`src/rtl/ash_map.svh`:
```
`ifndef ASH_MAP_SVH
`define ASH_MAP_SVH
// Register byte offsets on the AXI4-Lite port.
`define ASH_OFF_INSTR 8'h00
`define ASH_OFF_RESULT 8'h04
`define ASH_OFF_STATUS 8'h08
`define ASH_OFF_CONFIG 8'h0c
// Instruction word fields, three bits per octal digit.
`define ASH_IW_TOP 15
`define ASH_IW_ZERO_HI 14
`define ASH_IW_ZERO_LO 12
`define ASH_IW_CLASS_HI 11
`define ASH_IW_CLASS_LO 9
`define ASH_IW_FUNC_HI 8
`define ASH_IW_FUNC_LO 6
`define ASH_IW_ADDR_HI 5
`define ASH_IW_ADDR_LO 0
`define ASH_IW_DATA_LO 16
// Status bit positions; the low eight follow the sense function numbers.
`define ASH_ST_FRAMING 0
`define ASH_ST_TX_FREE 1
`define ASH_ST_RX_FULL 2
`define ASH_ST_PARITY 4
`define ASH_ST_OPT_IN 6
`define ASH_ST_OVERFLOW 7
`define ASH_ST_OUT_CONN 8
`define ASH_ST_IN_CONN 9
`define ASH_ST_OPT_OUT 10
// Result register fields.
`define ASH_RS_SENSE 16
`define ASH_RS_ACCEPT 17
`define ASH_RS_CLEARED 18
// Configuration fields and reset value.
`define ASH_CF_LEN_LO 0
`define ASH_CF_LEN_HI 1
`define ASH_CF_PARITY_ON 2
`define ASH_CF_EVEN 3
`define ASH_CF_TWO_STOP 4
`define ASH_CFG_RESET 5'h03
// Timing.
`define ASH_CLK_HZ 100000000
`define ASH_BAUD 9600
`define ASH_OVERSAMPLE 16
`define ASH_DEV_ADDR 6'h02
`endif

```
`src/rtl/ash_pkg.sv`:
```
`default_nettype none
package ash_pkg;
  typedef enum logic [2:0]
  {
    ASH_CLS_EXT = 3'h0,
    ASH_CLS_SENSE = 3'h1,
    ASH_CLS_IN = 3'h2,
    ASH_CLS_OUT = 3'h3
  } ash_class_t;
  typedef enum logic [4:0]
  {
    ASH_S_IDLE = 5'h01,
    ASH_S_START = 5'h02,
    ASH_S_DATA = 5'h04,
    ASH_S_PARITY = 5'h08,
    ASH_S_STOP = 5'h10
  } ash_state_t;
  typedef logic [7:0] ash_char_t;
endpackage
`default_nettype wire

```
`src/rtl/ash_serial_host.sv`:
```
`timescale 1ns/1ps
`default_nettype none
`include "ash_map.svh"
module ash_serial_host #(
  parameter logic [5:0] DEV_ADDR = `ASH_DEV_ADDR,
  parameter int CLK_HZ = `ASH_CLK_HZ,
  parameter int BAUD = `ASH_BAUD
) (
  input wire logic aclk,
  input wire logic aresetn,
  input wire logic [7:0] s_axi_awaddr,
  input wire logic s_axi_awvalid,
  output logic s_axi_awready,
  input wire logic [31:0] s_axi_wdata,
  input wire logic [3:0] s_axi_wstrb,
  input wire logic s_axi_wvalid,
  output logic s_axi_wready,
  output logic [1:0] s_axi_bresp,
  output logic s_axi_bvalid,
  input wire logic s_axi_bready,
  input wire logic [7:0] s_axi_araddr,
  input wire logic s_axi_arvalid,
  output logic s_axi_arready,
  output logic [31:0] s_axi_rdata,
  output logic [1:0] s_axi_rresp,
  output logic s_axi_rvalid,
  input wire logic s_axi_rready,
  input wire ash_pkg::ash_char_t chan_out_data,
  input wire logic chan_out_strobe,
  input wire logic chan_in_strobe,
  output ash_pkg::ash_char_t chan_in_data,
  output logic chan_out_req,
  output logic chan_in_req,
  input wire logic option_status_input,
  output logic option_control_output,
  input wire logic rxd,
  output logic txd,
  output logic irq_out_ready,
  output logic irq_in_ready,
  output logic irq_error
);
  import ash_pkg::*;

  // Oversampling divider; the rate is a build-time choice, as on the jumpered original.
  localparam int DIV = CLK_HZ / (BAUD * `ASH_OVERSAMPLE);
  localparam logic [15:0] DIV_LAST = 16'(DIV - 1);

  logic [15:0] div_cnt_r;
  logic tick;
  logic aw_held_r, w_held_r;
  logic [7:0] awaddr_r;
  logic [31:0] wdata_r;
  logic [3:0] wstrb_r;
  logic do_write, aw_take, w_take, ar_take;
  logic [4:0] cfg_r;
  logic [31:0] result_r;
  logic [10:0] status;
  logic transmit_buffer_free_r, receive_buffer_full_r;
  logic framing_error_flag_r, parity_error_flag_r, overflow_flag_r;
  logic out_conn_r, in_conn_r;
  ash_char_t tx_buf_r, rx_buf_r, tx_sh_r, rx_sh_r;
  ash_state_t tx_state_r, rx_state_r;
  logic [3:0] tx_phase_r, rx_phase_r;
  logic [2:0] tx_idx_r, rx_idx_r;
  logic tx_stop2_r, rx_par_r;
  logic rx_done;
  logic tx_take;
  logic [2:0] last_idx;
  ash_char_t len_mask;
  logic instr_hit;
  ash_class_t iclass;
  logic [2:0] ifunc;
  logic is_init, out_load, rx_read, host_out, host_in, host_clear;
  logic tx_free_q, rx_full_q, err_q;

  // Character length select gives the index of the last data bit and a data mask.
  // length select
  assign last_idx = 3'h4 + {1'b0, cfg_r[`ASH_CF_LEN_HI:`ASH_CF_LEN_LO]};
  assign len_mask = ash_char_t'(8'hff >> (3'h7 - last_idx));

  // Free-running oversample tick.
  // fixed rate
  always_ff @(posedge aclk)
  begin
    if (!aresetn || div_cnt_r == DIV_LAST)
      div_cnt_r <= 16'h0000;
    else
      div_cnt_r <= div_cnt_r + 16'h0001;
  end
  assign tick = (div_cnt_r == DIV_LAST);

  // AXI handshakes; a write executes once both address and data are held.
  assign aw_take = s_axi_awvalid && s_axi_awready;
  assign w_take = s_axi_wvalid && s_axi_wready;
  assign ar_take = s_axi_arvalid && s_axi_arready;
  assign do_write = aw_held_r && w_held_r && !s_axi_bvalid;

  always_ff @(posedge aclk)
  begin
    if (!aresetn)
    begin
      aw_held_r <= 1'b0;
      w_held_r <= 1'b0;
      s_axi_awready <= 1'b0;
      s_axi_wready <= 1'b0;
      s_axi_bvalid <= 1'b0;
      s_axi_bresp <= 2'h0;
      awaddr_r <= 8'h00;
      wdata_r <= 32'h0000_0000;
      wstrb_r <= 4'h0;
    end
    else
    begin
      if (aw_take)
      begin
        aw_held_r <= 1'b1;
        awaddr_r <= s_axi_awaddr;
      end
      else if (do_write)
        aw_held_r <= 1'b0;
      if (w_take)
      begin
        w_held_r <= 1'b1;
        wdata_r <= s_axi_wdata;
        wstrb_r <= s_axi_wstrb;
      end
      else if (do_write)
        w_held_r <= 1'b0;
      s_axi_awready <= !(aw_take || (aw_held_r && !do_write));
      s_axi_wready <= !(w_take || (w_held_r && !do_write));
      if (do_write)
      begin
        s_axi_bvalid <= 1'b1;
        if (awaddr_r == `ASH_OFF_INSTR || awaddr_r == `ASH_OFF_CONFIG)
          s_axi_bresp <= 2'h0;
        else
          s_axi_bresp <= 2'h2;
      end
      else if (s_axi_bvalid && s_axi_bready)
        s_axi_bvalid <= 1'b0;
    end
  end

  // Instruction decode of the word written to the instruction register.
  // address match
  assign instr_hit = do_write && awaddr_r == `ASH_OFF_INSTR && wdata_r[`ASH_IW_TOP]
    && wdata_r[`ASH_IW_ZERO_HI:`ASH_IW_ZERO_LO] == 3'h0
    && wdata_r[`ASH_IW_ADDR_HI:`ASH_IW_ADDR_LO] == DEV_ADDR;
  assign iclass = ash_class_t'(wdata_r[`ASH_IW_CLASS_HI:`ASH_IW_CLASS_LO]);
  assign ifunc = wdata_r[`ASH_IW_FUNC_HI:`ASH_IW_FUNC_LO];
  assign is_init = instr_hit && iclass == ASH_CLS_EXT && ifunc == 3'h4;
  assign host_out = instr_hit && iclass == ASH_CLS_OUT && ifunc <= 3'h2;
  assign host_clear = ifunc == 3'h5 || ifunc == 3'h6;
  assign host_in = instr_hit && iclass == ASH_CLS_IN && (ifunc <= 3'h2 || host_clear);
  // A full transmit buffer refuses a new load rather than losing the pending character.
  assign out_load = (host_out || (chan_out_strobe && out_conn_r)) && transmit_buffer_free_r;
  assign rx_read = host_in || (chan_in_strobe && in_conn_r);

  // Status word; its low byte is indexed by the sense function code.
  assign status = {option_control_output, in_conn_r, out_conn_r, overflow_flag_r, option_status_input,
    1'b0, parity_error_flag_r, 1'b0, receive_buffer_full_r, transmit_buffer_free_r, framing_error_flag_r};

  // Configuration register; only byte lane 0 carries fields.
  always_ff @(posedge aclk)
  begin
    if (!aresetn)
      cfg_r <= `ASH_CFG_RESET;
    else if (do_write && awaddr_r == `ASH_OFF_CONFIG && wstrb_r[0])
      cfg_r <= wdata_r[4:0];
  end

  // Channel connections and the option control line.
  always_ff @(posedge aclk)
  begin
    if (!aresetn || is_init)
    begin
      out_conn_r <= 1'b0;
      in_conn_r <= 1'b0;
      option_control_output <= 1'b0;
    end
    else if (instr_hit && iclass == ASH_CLS_EXT)
    begin
      if (ifunc == 3'h0 || ifunc == 3'h1)
        out_conn_r <= 1'b1;
      if (ifunc == 3'h2 || ifunc == 3'h5)
        in_conn_r <= 1'b1;
      if (ifunc == 3'h6)
        option_control_output <= 1'b1;
      else if (ifunc == 3'h7)
        option_control_output <= 1'b0;
    end
  end

  // Result of the last instruction: bus word, sense answer and acceptance.
  always_ff @(posedge aclk)
  begin
    if (!aresetn)
      result_r <= 32'h0000_0000;
    else if (do_write && awaddr_r == `ASH_OFF_INSTR)
    begin
      result_r <= 32'h0000_0000;
      if (instr_hit)
      begin
        result_r[`ASH_RS_ACCEPT] <= !(iclass == ASH_CLS_OUT && !out_load);
        if (iclass == ASH_CLS_SENSE)
          result_r[`ASH_RS_SENSE] <= status[ifunc];
        if (host_in)
        begin
          result_r[15:0] <= {8'h00, rx_buf_r & len_mask};
          result_r[`ASH_RS_CLEARED] <= host_clear;
        end
      end
    end
  end

  // Transmit buffer and its free flag.
  // load and take
  always_ff @(posedge aclk)
  begin
    if (!aresetn || is_init)
    begin
      transmit_buffer_free_r <= 1'b1;
      tx_buf_r <= 8'h00;
    end
    else if (out_load)
    begin
      transmit_buffer_free_r <= 1'b0;
      tx_buf_r <= (host_out ? wdata_r[`ASH_IW_DATA_LO +: 8] : chan_out_data) & len_mask;
    end
    else if (tx_take)
      transmit_buffer_free_r <= 1'b1;
  end
  assign tx_take = tx_state_r == ASH_S_IDLE && !transmit_buffer_free_r;

  // Transmit shifter; each bit lasts sixteen oversample ticks.
  always_ff @(posedge aclk)
  begin
    if (!aresetn || is_init)
    begin
      tx_state_r <= ASH_S_IDLE;
      txd <= 1'b1;
      tx_phase_r <= 4'h0;
      tx_idx_r <= 3'h0;
      tx_sh_r <= 8'h00;
      tx_stop2_r <= 1'b0;
    end
    else
    begin
      case (tx_state_r)
        ASH_S_IDLE:
        begin
          if (tx_take)
          begin
            tx_sh_r <= tx_buf_r;
            tx_state_r <= ASH_S_START;
            txd <= 1'b0;
            tx_phase_r <= 4'h0;
          end
        end
        default:
        begin
          if (tick)
          begin
            tx_phase_r <= tx_phase_r + 4'h1;
            if (tx_phase_r == 4'hf)
            begin
              case (tx_state_r)
                ASH_S_START:
                begin
                  tx_state_r <= ASH_S_DATA;
                  tx_idx_r <= 3'h0;
                  txd <= tx_sh_r[0];
                end
                ASH_S_DATA:
                begin
                  if (tx_idx_r == last_idx)
                  begin
                    if (cfg_r[`ASH_CF_PARITY_ON])
                    begin
                      tx_state_r <= ASH_S_PARITY;
                      txd <= (^tx_sh_r) ^ !cfg_r[`ASH_CF_EVEN];
                    end
                    else
                    begin
                      tx_state_r <= ASH_S_STOP;
                      txd <= 1'b1;
                      tx_stop2_r <= cfg_r[`ASH_CF_TWO_STOP];
                    end
                  end
                  else
                  begin
                    tx_idx_r <= tx_idx_r + 3'h1;
                    txd <= tx_sh_r[tx_idx_r + 3'h1];
                  end
                end
                ASH_S_PARITY:
                begin
                  tx_state_r <= ASH_S_STOP;
                  txd <= 1'b1;
                  tx_stop2_r <= cfg_r[`ASH_CF_TWO_STOP];
                end
                default:
                begin
                  if (tx_stop2_r)
                    tx_stop2_r <= 1'b0;
                  else
                    tx_state_r <= ASH_S_IDLE;
                end
              endcase
            end
          end
        end
      endcase
    end
  end

  // Receiver; the start bit is confirmed at mid-bit, later bits sampled at their centres.
  always_ff @(posedge aclk)
  begin
    if (!aresetn || is_init)
    begin
      rx_state_r <= ASH_S_IDLE;
      rx_phase_r <= 4'h0;
      rx_idx_r <= 3'h0;
      rx_sh_r <= 8'h00;
      rx_par_r <= 1'b0;
    end
    else
    begin
      case (rx_state_r)
        ASH_S_IDLE:
        begin
          rx_phase_r <= 4'h0;
          if (!rxd)
            rx_state_r <= ASH_S_START;
        end
        ASH_S_START:
        begin
          if (tick)
          begin
            rx_phase_r <= rx_phase_r + 4'h1;
            if (rx_phase_r == 4'h7)
            begin
              rx_phase_r <= 4'h0;
              rx_idx_r <= 3'h0;
              rx_sh_r <= 8'h00;
              rx_state_r <= rxd ? ASH_S_IDLE : ASH_S_DATA;
            end
          end
        end
        default:
        begin
          if (tick)
          begin
            rx_phase_r <= rx_phase_r + 4'h1;
            if (rx_phase_r == 4'hf)
            begin
              case (rx_state_r)
                ASH_S_DATA:
                begin
                  rx_sh_r[rx_idx_r] <= rxd;
                  rx_idx_r <= rx_idx_r + 3'h1;
                  if (rx_idx_r == last_idx)
                    rx_state_r <= cfg_r[`ASH_CF_PARITY_ON] ? ASH_S_PARITY : ASH_S_STOP;
                end
                ASH_S_PARITY:
                begin
                  rx_par_r <= rxd;
                  rx_state_r <= ASH_S_STOP;
                end
                default:
                  rx_state_r <= ASH_S_IDLE;
              endcase
            end
          end
        end
      endcase
    end
  end
  assign rx_done = rx_state_r == ASH_S_STOP && tick && rx_phase_r == 4'hf;

  // Received character buffer and its flags; an arrival wins over a same-cycle read.
  always_ff @(posedge aclk)
  begin
    if (!aresetn || is_init)
    begin
      receive_buffer_full_r <= 1'b0;
      rx_buf_r <= 8'h00;
      framing_error_flag_r <= 1'b0;
      parity_error_flag_r <= 1'b0;
      overflow_flag_r <= 1'b0;
    end
    else if (rx_done)
    begin
      receive_buffer_full_r <= 1'b1;
      rx_buf_r <= rx_sh_r;
      framing_error_flag_r <= !rxd;
      parity_error_flag_r <= cfg_r[`ASH_CF_PARITY_ON] && ((^(rx_sh_r & len_mask)) ^ rx_par_r ^ !cfg_r[`ASH_CF_EVEN]);
      if (receive_buffer_full_r && !rx_read)
        overflow_flag_r <= 1'b1;
    end
    else if (rx_read)
    begin
      receive_buffer_full_r <= 1'b0;
      overflow_flag_r <= 1'b0;
    end
  end

  // Channel requests and the character offered to the channel.
  always_ff @(posedge aclk)
  begin
    if (!aresetn)
    begin
      chan_out_req <= 1'b0;
      chan_in_req <= 1'b0;
      chan_in_data <= 8'h00;
    end
    else
    begin
      chan_out_req <= out_conn_r && transmit_buffer_free_r && !out_load && !is_init;
      chan_in_req <= in_conn_r && receive_buffer_full_r && !rx_read && !is_init;
      chan_in_data <= rx_buf_r & len_mask;
    end
  end

  // Interrupt lines pulse for one cycle on each rising condition.
  // three lines
  always_ff @(posedge aclk)
  begin
    if (!aresetn)
    begin
      tx_free_q <= 1'b1;
      rx_full_q <= 1'b0;
      err_q <= 1'b0;
      irq_out_ready <= 1'b0;
      irq_in_ready <= 1'b0;
      irq_error <= 1'b0;
    end
    else
    begin
      tx_free_q <= transmit_buffer_free_r;
      rx_full_q <= receive_buffer_full_r;
      err_q <= framing_error_flag_r || overflow_flag_r;
      irq_out_ready <= transmit_buffer_free_r && !tx_free_q;
      irq_in_ready <= receive_buffer_full_r && !rx_full_q;
      irq_error <= (framing_error_flag_r || overflow_flag_r) && !err_q;
    end
  end

  // Read channel; reads have no side effects, so polling status is harmless.
  always_ff @(posedge aclk)
  begin
    if (!aresetn)
    begin
      s_axi_arready <= 1'b0;
      s_axi_rvalid <= 1'b0;
      s_axi_rdata <= 32'h0000_0000;
      s_axi_rresp <= 2'h0;
    end
    else
    begin
      s_axi_arready <= !(ar_take || (s_axi_rvalid && !s_axi_rready));
      if (ar_take)
      begin
        s_axi_rvalid <= 1'b1;
        s_axi_rresp <= 2'h0;
        if (s_axi_araddr == `ASH_OFF_RESULT)
          s_axi_rdata <= result_r;
        else if (s_axi_araddr == `ASH_OFF_STATUS)
          s_axi_rdata <= {21'h000000, status};
        else if (s_axi_araddr == `ASH_OFF_CONFIG)
          s_axi_rdata <= {27'h0000000, cfg_r};
        else if (s_axi_araddr == `ASH_OFF_INSTR)
          s_axi_rdata <= 32'h0000_0000;
        else
        begin
          s_axi_rdata <= 32'h0000_0000;
          s_axi_rresp <= 2'h2;
        end
      end
      else if (s_axi_rvalid && s_axi_rready)
        s_axi_rvalid <= 1'b0;
    end
  end
endmodule // ash_serial_host
`default_nettype wire

```
`config.mk`:
```
export PLATFORM = sky130hd
export DESIGN_NAME = ash_serial_host
export DESIGN_NICKNAME = d
export VERILOG_FILES = /design/src/rtl/ash_pkg.sv /design/src/rtl/ash_serial_host.sv
export VERILOG_INCLUDE_DIRS = /design/src /design/src/rtl
export SDC_FILE = /design/constraint.sdc
export NUM_CORES = 1
export LEC_CHECK = 0
export BUFFER_PORTS_ARGS = -buffer_cell sky130_fd_sc_hd__clkbuf_2
export CAP_MARGIN = 20
export CORE_MARGIN = 2
export CORE_UTILIZATION = 51
export CTS_CLUSTER_SIZE = 30
export DETAILED_ROUTE_END_ITERATION = 10
export PLACE_DENSITY = 0.75
export SLEW_MARGIN = 20
export SYNTH_ARGS = -nofsm -noshare
export SYNTH_HDL_FRONTEND = slang
export SYNTH_SLANG_ARGS = --single-unit
```
`constraint.sdc`:
```
create_clock -name aclk -period 1.94 [get_ports aclk]
set_clock_uncertainty 0.05 [all_clocks]
set_input_delay 0.194 -clock aclk [delete_from_list [all_inputs] [get_ports aclk]]
set_output_delay 0.194 -clock aclk [all_outputs]
set_load 0.02 [all_outputs]
```
==> reports/results.tsv <==
metric	value	unit
outcome	finished, violations left	
violated checks	setup timing	
share of synthesized area occupied by flip-flops and latches	0.449	
required time of the critical path	2.21	ns
number of enable-type register cells in the synthesized netlist	0	
share of cells above drive strength 1	0.282	
initial DRC count	502	
total via count in the routed design	7139	
async set-reset flop share out of synthesis	0	
post-detailed-routing wire length	21.1	mm
critical path's slowest cell	sky130_fd_sc_hd__or3b_4	
ANT nets after route	0	
switching fraction of total power	0.238	
wire length of the first global-routing pass	33.5	mm
top post-synthesis cells by area	sky130_fd_sc_hd__dfxtp_1, sky130_fd_sc_hd__nand2_1, sky130_fd_sc_hd__a21oi_1	
transition at the pin with the smallest max-transition slack	0.532	ns
max frequency	478	MHz
gp weighted congestion	0.860	
Total GRT Usage	0.260	
Port Buffer Count	95	
number of clock sinks	171	
pin count of the biggest net entering global routing	43	
type of the worst setup path	reg2reg	
Die X-Extent	126	um
aggregate global routing overflow	0	
share of the synthesized area in the top cell type	0.449	
most used flip-flop cell after synthesis	sky130_fd_sc_hd__dfxtp_1	
Layout Nets	1165	
total number of H-tree levels	4	
clock root buffer master	sky130_fd_sc_hd__clkbuf_16	
P&R area growth vs syn	34.8	%
yosys warns	0	
number of synthesized register bits	171	
power dissipated by switching net loads	1.96	mW
I/O pin count	127	
Hold Slack	0.0131	ns
delay of the slowest cell on the worst path	0.43	ns
Clock Pin Slew Worst Setup and Hold Paths	0.07	ns
post-detailed-route via-to-cell ratio	5.56	
area of the die	16000	sq um
final hold violation count	0	
setup violators final	77	
DP Worst Slack	-0.213	ns
area after detailed placement	8870	sq um
final routed DRC violation total	0	
count of cell types in the netlist	68	
setup repair after global routing missed its margin	true	
cell count after synthesis	875	
sort of element at the start of the critical path	flop	
Mean Syn Cell Area	8.72	sq um
initial antenna violation count	0	
library cell occupying the most area in the post-synthesis netlist	sky130_fd_sc_hd__dfxtp_1	
Starting Density	0.523	
clock share of power	0.475	
die span in y	126	um
placed wire-length estimate after detailed placement	13.6	mm
final setup slack of the worst path	-0.151	ns
max-slew violation count	0	
ratio of total power to cell area	801	nW/um^2
first-pass iteration count of the detailed router	5	
final worst path period share	1.08	
post-synthesis instance area	7630	sq um
diode insertion count for antenna repair	0	
worst-path maximum fanout	6	
Slew HR	0.645	
CTS max path bufs	2	
critical path data arrival time	2.36	ns
leakage power	4.21	nW
number of placement rows	44	
Int Pwr	6.27	mW
vias in the first global route	6846	
total CTS buffers	17	
delay-heaviest family, CP	simple AND/OR/NAND/NOR gates	
Critical path buffers and inverters	1	
clock latency reported for the late side of the worst-skew pair	0.43	ns
post-route design area	10300	sq um
Worst VDD drop	710	uV
power share of the combinational group	0.084	
Placeable Area	14600	sq um
path category of the worst min-delay check	in2reg	
list of cells traversed by the critical path	nand3b_1 -> or3b_4 -> nor4_4 -> buf_6 -> mux2_4 -> a32o_1	
reported max-cap violation count	0	
detailed-route wire length per cell	16.5	um
sort of element at the end of the critical path	flop	
Final min period	2.09	ns
TritonCTS clock tree	yes	
final design utilization	0.705	
part of the power in registers	0.440	
[worst paths after layout]
path | startpoint | end | slack, ns | cells after the start
setup / recovery | wdata_r[11]$_SDFFE_PN0P_ | tx_buf_r[6]$_SDFFE_PP0N_ | -0.15 | 6
hold / removal | s_axi_arvalid | s_axi_rresp[1]$_SDFFE_PN0P_ | 0.01 | 3
setup reg to reg | wdata_r[11]$_SDFFE_PN0P_ | tx_buf_r[6]$_SDFFE_PP0N_ | -0.15 | 6
hold reg to reg | rx_full_q$_SDFF_PN0_ | irq_in_ready$_SDFF_PN0_ | 0.34 | 1
[state kept, by name, indices dropped and copies added, names as in the netlist, 11 cells and up]
name         flops
result_r        11
wdata_r         24
s_axi_rdata     14
div_cnt_r       16
[cell usage after synthesis (4+ instances only)]
master and count:
sky130_fd_sc_hd__nand2b_1 9, sky130_fd_sc_hd__or3_1 10, sky130_fd_sc_hd__nand2_1 125, sky130_fd_sc_hd__mux2_2 4, sky130_fd_sc_hd__mux2i_1 30, sky130_fd_sc_hd__nand4_1 9, sky130_fd_sc_hd__and2_1 17, sky130_fd_sc_hd__buf_2 12
sky130_fd_sc_hd__dfxtp_1 171, sky130_fd_sc_hd__xnor2_1 23, sky130_fd_sc_hd__and3b_1 4, sky130_fd_sc_hd__o211ai_1 8, sky130_fd_sc_hd__ha_1 6, sky130_fd_sc_hd__clkbuf_1 29, sky130_fd_sc_hd__o211a_1 4, sky130_fd_sc_hd__xor2_1 15
sky130_fd_sc_hd__nand3_1 31, sky130_fd_sc_hd__o21a_1 7, sky130_fd_sc_hd__inv_1 9, sky130_fd_sc_hd__nand3b_1 6, sky130_fd_sc_hd__and3_1 10, sky130_fd_sc_hd__nor2b_1 8, sky130_fd_sc_hd__nor2_1 95, sky130_fd_sc_hd__buf_4 24
sky130_fd_sc_hd__o21ai_0 15, sky130_fd_sc_hd__or3b_1 4, sky130_fd_sc_hd__a22oi_1 16, sky130_fd_sc_hd__a22o_1 4, sky130_fd_sc_hd__nor4_1 6, sky130_fd_sc_hd__a21oi_1 77, sky130_fd_sc_hd__a32oi_1 6, sky130_fd_sc_hd__a211oi_2 4
sky130_fd_sc_hd__nor3_1 22
[per-layer routing]
layer / share of wire / vias to the layer above / GRT usage
li1: - / 3453 / -
met1: 0.42 / 3392 / 0.324
met2: 0.50 / 251 / 0.448
met3: 0.062 / 43 / 0.0531
met4: 0.024 / 0 / 0.0911
met5: 0 / - / 0
[cell usage in the layout (no fill, tap or decap), types with 21 or more instances in the layout]
cell type / instances
sky130_fd_sc_hd__dfxtp_1: 163
sky130_fd_sc_hd__dlygate4sd3_1: 35
sky130_fd_sc_hd__nor2_1: 90
sky130_fd_sc_hd__mux2i_1: 26
sky130_fd_sc_hd__nor3_1: 21
sky130_fd_sc_hd__nand3_1: 29
sky130_fd_sc_hd__xnor2_1: 23
sky130_fd_sc_hd__nand2_1: 123
sky130_fd_sc_hd__a21oi_1: 75
sky130_fd_sc_hd__clkbuf_2: 95
sky130_fd_sc_hd__buf_4: 94
[cell type report]
cell class	instances	area, sq um
tap	184	230
clock buffer	19	453
fill	1057	4310
multi-input combinational	649	4170
timing repair buffer	240	1730
sequential	171	3430
clock inverter	13	231
inverter	9	33.8
[cell families after synthesis]
| logic type | synth area share |
|---|---|
| buffers and inverters | 0.0507 |
| muxes | 0.0556 |
| other | 0.000492 |
| DFF | 0.449 |
| AOI/OAI and AO/OA | 0.143 |
| adders and majority gates | 0.00984 |
| and+or+nand+nor | 0.248 |
| xor gates and xnor gates | 0.0436 |
[worst min-delay path, delay by kind of cell]
family,cells,cell delay (ns)
compound gates,1,0.06
buf+inv,1,0.09
simple gates,1,0.11
[per-stage QoR]
step / std cells / power, mW / TNS [ns]
floorplan: 894 / 4.06 / -0.344
global placement: 1205 / 4.26 / -3.46
detailed placement: 1205 / 4.27 / -6.51
CTS: 1283 / 8.19 / -0.528
global route: 1285 / 8.46 / -7.38
finish: 1285 / 8.23 / -4.35
[timing repair]
action                     in CTS  in global routing
setup endpoints to repair      78                 85
gates cloned                    3                  0
buffers inserted                9                  2
pin swaps                      18                 27
gates resized for setup        35                 34
hold endpoints to repair       35                  0
hold buffers                   35                  0
[power groups by stage]
stage	clock, mW	combinational, mW	sequential (mW)
detailed placement	0	0.575	3.69
CTS	3.92	0.655	3.62
global route	4.08	0.754	3.63
global placement	0	0.568	3.69
floorplan	0	0.354	3.70
finish	3.91	0.694	3.62
Note: power is estimated with default switching activity, not from simulation.
